==> src/hw/mgp_map.svh <==
// Register map, field positions, reset values and timing counts of the port
`ifndef MGP_MAP_SVH
`define MGP_MAP_SVH

// Register indices; byte address is four times the index
`define MGP_IDX_PIN_DIRECTION 15'h7F18
`define MGP_IDX_PIN_OUTPUT_DATA 15'h7F19
`define MGP_IDX_PIN_INPUT_DATA 15'h7F1A
`define MGP_IDX_PIN_FUNCTION_CONFIG 15'h7F1B
`define MGP_ADDR_W 17

// Reset values
`define MGP_RST_PIN_DIRECTION 8'h00
`define MGP_RST_PIN_OUTPUT_DATA 8'h00
`define MGP_RST_PIN_FUNCTION_CONFIG 8'h00

// Function configuration fields
`define MGP_CFG_RXD_ZERO 0
`define MGP_CFG_TXD_SEL 1
`define MGP_CFG_T0_SOF 2
`define MGP_CFG_T1_SOF 3
`define MGP_CFG_WRITABLE 8'h0F

// Pin numbers with a second function
`define MGP_PIN_RXD 0
`define MGP_PIN_TXD 1
`define MGP_PIN_T0 2
`define MGP_PIN_T1 3

// Frame trigger least width
`define MGP_SOF_MIN_NS 1000
`define MGP_CLK_PERIOD_PS 5000
`define MGP_SOF_MIN_CYC \
  ((`MGP_SOF_MIN_NS * 1000 + `MGP_CLK_PERIOD_PS - 1) / `MGP_CLK_PERIOD_PS)

`endif

==> src/hw/mgp_pkg.sv <==
// Types shared by the pin port modules
package mgp_pkg;

  typedef logic [7:0] mgp_byte_t;

  typedef enum logic [2:0]
  {
    MGP_SEL_NONE = 3'b000,
    MGP_SEL_DIR = 3'b001,
    MGP_SEL_OUT = 3'b010,
    MGP_SEL_IN = 3'b011,
    MGP_SEL_CFG = 3'b100
  } mgp_reg_sel_t;

  typedef enum logic
  {
    MGP_BUS_IDLE = 1'b0,
    MGP_BUS_ACK = 1'b1
  } mgp_bus_state_t;

endpackage

==> src/hw/mgp_port.sv <==
// Eight-bit pin port with timer trigger and serial muxing, Avalon-MM slave
//
// Register access over Avalon-MM is this design's own decision.
`timescale 1ns/1ps
`include "mgp_map.svh"
module mgp_port #(
  parameter int PINS = 8,
  parameter int SOF_MIN_CYC = `MGP_SOF_MIN_CYC,
  parameter int SOF_CNT_W = 8
) (
  input wire logic core_clk,
  input wire logic srst,
  input wire logic clk_en,
  input wire logic [`MGP_ADDR_W-1:0] avs_address,
  input wire logic avs_read,
  input wire logic avs_write,
  input wire logic [31:0] avs_writedata,
  input wire logic [3:0] avs_byteenable,
  output logic [31:0] avs_readdata,
  output logic avs_waitrequest,
  input wire mgp_pkg::mgp_byte_t pin_in,
  output mgp_pkg::mgp_byte_t pin_out,
  output mgp_pkg::mgp_byte_t pin_oe,
  input wire logic serial_transmit_port,
  output logic serial_receive_port,
  input wire logic frame_start_pulse_n,
  output logic timer0_input,
  output logic timer1_input
);

  import mgp_pkg::*;

  ////////////////////////////////////////////////////////////////////////////
  // Address decode, shared by read and write paths
  function automatic mgp_reg_sel_t decode_sel(
    input logic [`MGP_ADDR_W-1:0] addr
  );
    mgp_reg_sel_t sel;
    sel = MGP_SEL_NONE;
    if (addr[1:0] == 2'b00)
    begin
      unique case (addr[`MGP_ADDR_W-1:2])
        `MGP_IDX_PIN_DIRECTION: sel = MGP_SEL_DIR;
        `MGP_IDX_PIN_OUTPUT_DATA: sel = MGP_SEL_OUT;
        `MGP_IDX_PIN_INPUT_DATA: sel = MGP_SEL_IN;
        `MGP_IDX_PIN_FUNCTION_CONFIG: sel = MGP_SEL_CFG;
        default: sel = MGP_SEL_NONE;
      endcase
    end
    return sel;
  endfunction

  ////////////////////////////////////////////////////////////////////////////
  // Declarations
  mgp_bus_state_t bus_state_r;
  mgp_bus_state_t bus_state_nxt;
  logic [31:0] rdata_r;
  logic [31:0] rdata_nxt;
  mgp_byte_t pin_direction_r;
  mgp_byte_t pin_direction_nxt;
  mgp_byte_t pin_output_data_r;
  mgp_byte_t pin_output_data_nxt;
  mgp_byte_t pin_function_config_r;
  mgp_byte_t pin_function_config_nxt;
  mgp_byte_t pin_out_r;
  mgp_byte_t pin_out_nxt;
  mgp_byte_t pin_oe_r;
  mgp_byte_t pin_oe_nxt;
  logic rxd_r;
  logic rxd_nxt;
  logic t0_r;
  logic t0_nxt;
  logic t1_r;
  logic t1_nxt;
  mgp_byte_t pin_input_data;
  mgp_byte_t pin_level;
  mgp_reg_sel_t sel;
  logic req;
  logic wr_take;
  logic rd_load;
  logic sof_trigger;

  ////////////////////////////////////////////////////////////////////////////
  // Pin input buffers, brought onto the core clock
  mgp_sync3 #(
    .WIDTH(PINS)
  ) u_pin_sync (
    .core_clk(core_clk),
    .srst(srst),
    .clk_en(clk_en),
    .async_in(pin_in),
    .sync_out(pin_input_data)
  );

  ////////////////////////////////////////////////////////////////////////////
  // Frame start trigger with least width
  mgp_sof_stretch #(
    .MIN_CYC(SOF_MIN_CYC),
    .CNT_W(SOF_CNT_W)
  ) u_sof (
    .core_clk(core_clk),
    .srst(srst),
    .clk_en(clk_en),
    .frame_start_pulse_n(frame_start_pulse_n),
    .sof_trigger(sof_trigger)
  );

  ////////////////////////////////////////////////////////////////////////////
  // Bus handshake: one wait cycle, answer on the second edge
  assign req = avs_read | avs_write;
  assign sel = decode_sel(avs_address);
  assign wr_take = avs_write && (bus_state_r == MGP_BUS_ACK);
  assign rd_load = avs_read && (bus_state_r == MGP_BUS_IDLE);
  assign avs_waitrequest = req && (bus_state_r == MGP_BUS_IDLE);
  assign avs_readdata = rdata_r;

  always_comb
  begin
    bus_state_nxt = bus_state_r;
    unique case (bus_state_r)
      MGP_BUS_IDLE:
      begin
        if (req)
        begin
          bus_state_nxt = MGP_BUS_ACK;
        end
      end
      MGP_BUS_ACK:
      begin
        bus_state_nxt = MGP_BUS_IDLE;
      end
    endcase
  end

  ////////////////////////////////////////////////////////////////////////////
  // Read data, captured in the wait cycle
  always_comb
  begin
    rdata_nxt = rdata_r;
    if (rd_load)
    begin
      rdata_nxt = '0;
      unique case (sel)
        MGP_SEL_DIR: rdata_nxt[7:0] = pin_direction_r;
        MGP_SEL_OUT: rdata_nxt[7:0] = pin_output_data_r;
        MGP_SEL_IN: rdata_nxt[7:0] = pin_input_data;
        MGP_SEL_CFG: rdata_nxt[7:0] = pin_function_config_r;
        MGP_SEL_NONE: rdata_nxt = '0;
      endcase
    end
  end

  ////////////////////////////////////////////////////////////////////////////
  // Register writes, low byte lane only
  always_comb
  begin
    pin_direction_nxt = pin_direction_r;
    pin_output_data_nxt = pin_output_data_r;
    pin_function_config_nxt = pin_function_config_r;
    if (wr_take && avs_byteenable[0])
    begin
      unique case (sel)
        MGP_SEL_DIR: pin_direction_nxt = avs_writedata[7:0];
        MGP_SEL_OUT: pin_output_data_nxt = avs_writedata[7:0];
        MGP_SEL_CFG:
        begin
          // Reserved upper bits stay zero
          pin_function_config_nxt =
            avs_writedata[7:0] & `MGP_CFG_WRITABLE;
        end
        MGP_SEL_IN, MGP_SEL_NONE:
        begin
          pin_function_config_nxt = pin_function_config_r;
        end
      endcase
    end
  end

  always_ff @(posedge core_clk)
  begin
    if (srst)
    begin
      bus_state_r <= MGP_BUS_IDLE;
      rdata_r <= '0;
      pin_direction_r <= `MGP_RST_PIN_DIRECTION;
      pin_output_data_r <= `MGP_RST_PIN_OUTPUT_DATA;
      pin_function_config_r <= `MGP_RST_PIN_FUNCTION_CONFIG;
    end
    else if (clk_en)
    begin
      bus_state_r <= bus_state_nxt;
      rdata_r <= rdata_nxt;
      pin_direction_r <= pin_direction_nxt;
      pin_output_data_r <= pin_output_data_nxt;
      pin_function_config_r <= pin_function_config_nxt;
    end
  end

  ////////////////////////////////////////////////////////////////////////////
  // Pin drive: data or transmit, enabled only for outputs
  generate
    for (genvar g = 0; g < PINS; g++)
    begin : g_pin
      always_comb
      begin
        pin_oe_nxt[g] = pin_direction_r[g];
        if (g == `MGP_PIN_TXD &&
            pin_function_config_r[`MGP_CFG_TXD_SEL])
        begin
          pin_out_nxt[g] = serial_transmit_port;
        end
        else
        begin
          pin_out_nxt[g] = pin_output_data_r[g];
        end
        // Driven pins loop back internally, no pad needed
        pin_level[g] = pin_direction_r[g] ?
          pin_output_data_r[g] : pin_input_data[g];
      end
    end
  endgenerate

  ////////////////////////////////////////////////////////////////////////////
  // Timer trigger and serial receive selection
  always_comb
  begin
    t0_nxt = pin_function_config_r[`MGP_CFG_T0_SOF] ?
      sof_trigger : pin_level[`MGP_PIN_T0];
    t1_nxt = pin_function_config_r[`MGP_CFG_T1_SOF] ?
      sof_trigger : pin_level[`MGP_PIN_T1];
    rxd_nxt = pin_function_config_r[`MGP_CFG_RXD_ZERO] ?
      1'b0 : pin_input_data[`MGP_PIN_RXD];
  end

  always_ff @(posedge core_clk)
  begin
    if (srst)
    begin
      pin_out_r <= '0;
      pin_oe_r <= '0;
      rxd_r <= 1'b0;
      t0_r <= 1'b0;
      t1_r <= 1'b0;
    end
    else if (clk_en)
    begin
      pin_out_r <= pin_out_nxt;
      pin_oe_r <= pin_oe_nxt;
      rxd_r <= rxd_nxt;
      t0_r <= t0_nxt;
      t1_r <= t1_nxt;
    end
  end

  assign pin_out = pin_out_r;
  assign pin_oe = pin_oe_r;
  assign serial_receive_port = rxd_r;
  assign timer0_input = t0_r;
  assign timer1_input = t1_r;

endmodule // mgp_port

==> src/hw/mgp_sync3.sv <==
// Three-flop input synchroniser with agreement filter
`timescale 1ns/1ps
module mgp_sync3 #(
  parameter int WIDTH = 8
) (
  input wire logic core_clk,
  input wire logic srst,
  input wire logic clk_en,
  input wire logic [WIDTH-1:0] async_in,
  output logic [WIDTH-1:0] sync_out
);

  logic [WIDTH-1:0] s1_r;
  logic [WIDTH-1:0] s2_r;
  logic [WIDTH-1:0] s3_r;
  logic [WIDTH-1:0] out_r;
  logic [WIDTH-1:0] out_nxt;

  ////////////////////////////////////////////////////////////////////////////
  // A bit changes only once stages two and three agree
  always_comb
  begin
    for (int i = 0; i < WIDTH; i++)
    begin
      out_nxt[i] = (s2_r[i] == s3_r[i]) ? s3_r[i] : out_r[i];
    end
  end

  always_ff @(posedge core_clk)
  begin
    if (srst)
    begin
      s1_r <= '0;
      s2_r <= '0;
      s3_r <= '0;
      out_r <= '0;
    end
    else if (clk_en)
    begin
      s1_r <= async_in;
      s2_r <= s1_r;
      s3_r <= s2_r;
      out_r <= out_nxt;
    end
  end

  assign sync_out = out_r;

endmodule // mgp_sync3

==> src/hw/mgp_sof_stretch.sv <==
// Stretches the frame start strobe to a least active width
`timescale 1ns/1ps
module mgp_sof_stretch #(
  parameter int MIN_CYC = 200,
  parameter int CNT_W = 8
) (
  input wire logic core_clk,
  input wire logic srst,
  input wire logic clk_en,
  input wire logic frame_start_pulse_n,
  output logic sof_trigger
);

  logic [CNT_W-1:0] cnt_r;
  logic [CNT_W-1:0] cnt_nxt;

  ////////////////////////////////////////////////////////////////////////////
  // Every strobe reloads, so the trigger never ends early
  always_comb
  begin
    if (!frame_start_pulse_n)
    begin
      cnt_nxt = CNT_W'(MIN_CYC);
    end
    else if (cnt_r != '0)
    begin
      cnt_nxt = cnt_r - 1'b1;
    end
    else
    begin
      cnt_nxt = cnt_r;
    end
  end

  always_ff @(posedge core_clk)
  begin
    if (srst)
    begin
      cnt_r <= '0;
    end
    else if (clk_en)
    begin
      cnt_r <= cnt_nxt;
    end
  end

  assign sof_trigger = (cnt_r != '0);

endmodule // mgp_sof_stretch

==> config.mk <==
export PLATFORM = sky130hd
export DESIGN_NAME = mgp_port
export DESIGN_NICKNAME = d
export VERILOG_FILES = /design/src/hw/mgp_pkg.sv /design/src/hw/mgp_port.sv /design/src/hw/mgp_sync3.sv /design/src/hw/mgp_sof_stretch.sv
export VERILOG_INCLUDE_DIRS = /design/src /design/src/hw
export SDC_FILE = /design/constraint.sdc
export NUM_CORES = 1
export LEC_CHECK = 0
export CORE_MARGIN = 5
export CORE_UTILIZATION = 50
export CTS_CLUSTER_SIZE = 25
export DETAILED_ROUTE_END_ITERATION = 12
export DONT_BUFFER_PORTS = 1
export SYNTH_ARGS = -nofsm -noshare
export SYNTH_HDL_FRONTEND = slang
export SYNTH_HIERARCHICAL = 1
export SYNTH_SLANG_ARGS = --single-unit
==> constraint.sdc <==
create_clock -name core_clk -period 2.75 [get_ports core_clk]
set_input_delay 0.55 -clock core_clk [delete_from_list [all_inputs] [get_ports core_clk]]
set_output_delay 0.55 -clock core_clk [all_outputs]
set_load 0.02 [all_outputs]
==> impl_metrics.csv <==
group,metric,value,unit
logic_synthesis,synth_top_family_by_area,"simple AND/OR/NAND/NOR gates",
logic_synthesis,syn_area,4150,um^2
drt,dr_total_vias,3032,
floorplanning,core_area,8130,um^2
global_routing,grt_start_max_net_pins,94,
clock_tree,cts-root-buf,"clkbuf_8",
logic_synthesis,synth_area_per_cell,9.17,um^2
floorplanning,die_x,101,um
power_and_ir_drop,p_leak,1.60,nW
cells_and_area,nFillCells,810,
clock_tree,cts_sinks,88,
hold_path,worst_hold_path_type,"in -> reg",
global_routing,overflow,0,
timing,rsz0062_at_grt,"false",
timing,hold_viol_final,0,
logic_synthesis,synth_xor_area_share,0,%
logic_synthesis,synthArstFlopShare,0,%
timing,drv_slew,0,
drt,viasPerCell,5.56,
run,cap_violations,0,
clock_tree,cts_tree,"done",
worst_setup_path,crit_type,"reg -> reg",
clock_tree,cts_resized,0,
logic_synthesis,yosysWarnings,6,
global_routing,antenna_found_initial,0,
timing,tightest_slew,0.873,ns
clock_tree,post_cts_buffers,0,
worst_setup_path,worstPathRequired,2.99,ns
logic_synthesis,muxShareOfSynthArea,13.5,%
floorplanning,start_util,51.0,%
cells_and_area,nets,505,
drt,ant_nets,0,
floorplanning,die_h,101,um
drt,drc_errors,0,
run_status,outcome,"finished, final reports clean",
clock_tree,hold_buffers,0,
cells_and_area,drive_gt1_share,9.55,%
timing,finalCritPeriodShare,64.5,%
worst_setup_path,startpoint_type,"flip-flop",
placed_design,dpl.hpwl,6.01,mm
drt,drt_iter0_drc,143,
worst_setup_path,end_kind,"flip-flop",
worst_setup_path,reg2reg_from,"bus_state_r",
floorplanning,num_rows,33,
global_routing,grt_pass1_wl,14.0,mm
logic_synthesis,synth_edf_count,0,
clock_tree,path_clk_slew,0.09,ns
drt,first_pass_iters,4,
worst_setup_path,crit_arrival,2.02,ns
clock_tree,h-tree-depth,3,
worst_setup_path,crit_start,"bus_state_r",
power_and_ir_drop,peakVddDrop,0.248,mV
power_and_ir_drop,p_total,2.45,mW
cells_and_area,layout_common_cells,"dfxtp_1 (88), mux2i_1 (55), nor2_1 (53)",
timing,finalSetupViolCount,0,
global_routing,grt_usage,17.3,%
timing,period_needed,1.77,ns
cells_and_area,final_common_cell,"dfxtp_1",
logic_synthesis,synthCells,452,
logic_synthesis,ys_seq_elements,88,
global_routing,grt_pass1_vias,2730,
timing,fin_skew,0.00551,ns
logic_synthesis,synth-simple-area-share,20.5,%
logic_synthesis,synth_compound_area_share,13.4,%
drt,route.detailed.wl_per_inst,16.2,um
clock_tree,cts_buffer_depth,2,
timing,fmax,564,MHz
floorplanning,io_pins,120,
drt,wl,8.84,mm
logic_synthesis,ys_seq_area_share,42.5,%
cells_and_area,antennaDiodeCount,0,
clock_tree,cts_buffers,9,
hold_path,min_from,"srst",
logic_synthesis,synthAdderAreaFrac,0.604,%
worst_setup_path,cp_max_fo,20,
timing,relSlewSlack,41.4,%
cells_and_area,area_delta_synth_final,2.84,%
placed_design,portBuffers,0,
placed_design,place_congestion,0.819,
power_and_ir_drop,power_density,574,nW/um^2
logic_synthesis,synthFlopType,"dfxtp_1",
clock_tree,clock_latency,0.35,ns
logic_synthesis,synth_cell_types,43,
floorplanning,die_area,10200,um^2
timing,tns,0,ns
kinds of logic after synthesis:
group,after synthesis
compound gates,88
other cells,1
simple gates,150
mux,56
buf+inv,67
fa+ha+maj,2
flops,88
critical path, stage by stage, from the launching register on:
cell     delay, ns
dfxtp_1       0.37
nand4_1       0.18
or4_1         0.73
o21ai_0       0.30
a21oi_1       0.09
synth_stat cells, types with 4 or more instances:
cell,count,area (um^2)
buf_6,5,56.3
mux2i_1,55,551
clkbuf_1,18,67.6
buf_2,4,20.0
nor3_1,6,30.0
nand2b_1,10,62.6
o21ai_0,29,145
buf_4,25,188
dfxtp_1,88,1760
nor2b_4,8,110
a21oi_1,39,195
nor2_1,53,199
o32ai_2,8,130
o31ai_1,5,37.5
nand4_1,14,87.6
inv_1,13,48.8
nor2b_1,4,25.0
nand2_1,20,75.1
nand3_1,13,65.1
power by group:
part | internal, mW | switching, mW
combinational | 0.0890 | 0.106
clock | 0.429 | 0.491
sequential | 1.30 | 0.0290
cell type report:
class	count	area [um^2]	share of cell area [%]
multi-input cells	320	2100	49.1
flip-flops and latches	88	1760	41.3
well taps	105	131	3.08
clock buffers	9	124	2.90
clock inverters	7	80.1	1.88
inverters	13	48.8	1.14
repair buffers	3	22.5	0.528
metrics by stage:
stage	instances	instance area (um^2)	hold WS, ns	worst slack, ns	utilization [%]
6_report	545	4260	0.255	0.976	52.4
3_3_place_gp	529	4060	0.466	0.641	49.9
3_5_place_dp	529	4060	0.464	0.613	49.9
5_1_grt	545	4260	0.218	0.835	52.4
2_1_floorplan	475	4230	0.440	0.697	-
4_1_cts	545	4260	0.237	0.982	52.4
routing by layer:
layer	vias up	global-route usage, %	wire length, um
met5	-	0	0
met4	0	7.57	205
met3	21	3.88	633
met2	104	26.6	3970
met1	1402	23.3	4030
li1	1505	-	-
final timing paths:
check,to,slack [ns],cells past startpoint
worst max register to register,pin_output_data_r[6],0.98,4
worst min register to register,u_sof/cnt_r[0],0.48,1
worst max-delay path,pin_output_data_r[6],0.98,4
worst min-delay path,u_pin_sync/s1_r[1],0.25,1
Power figures use the tool's default switching activity.
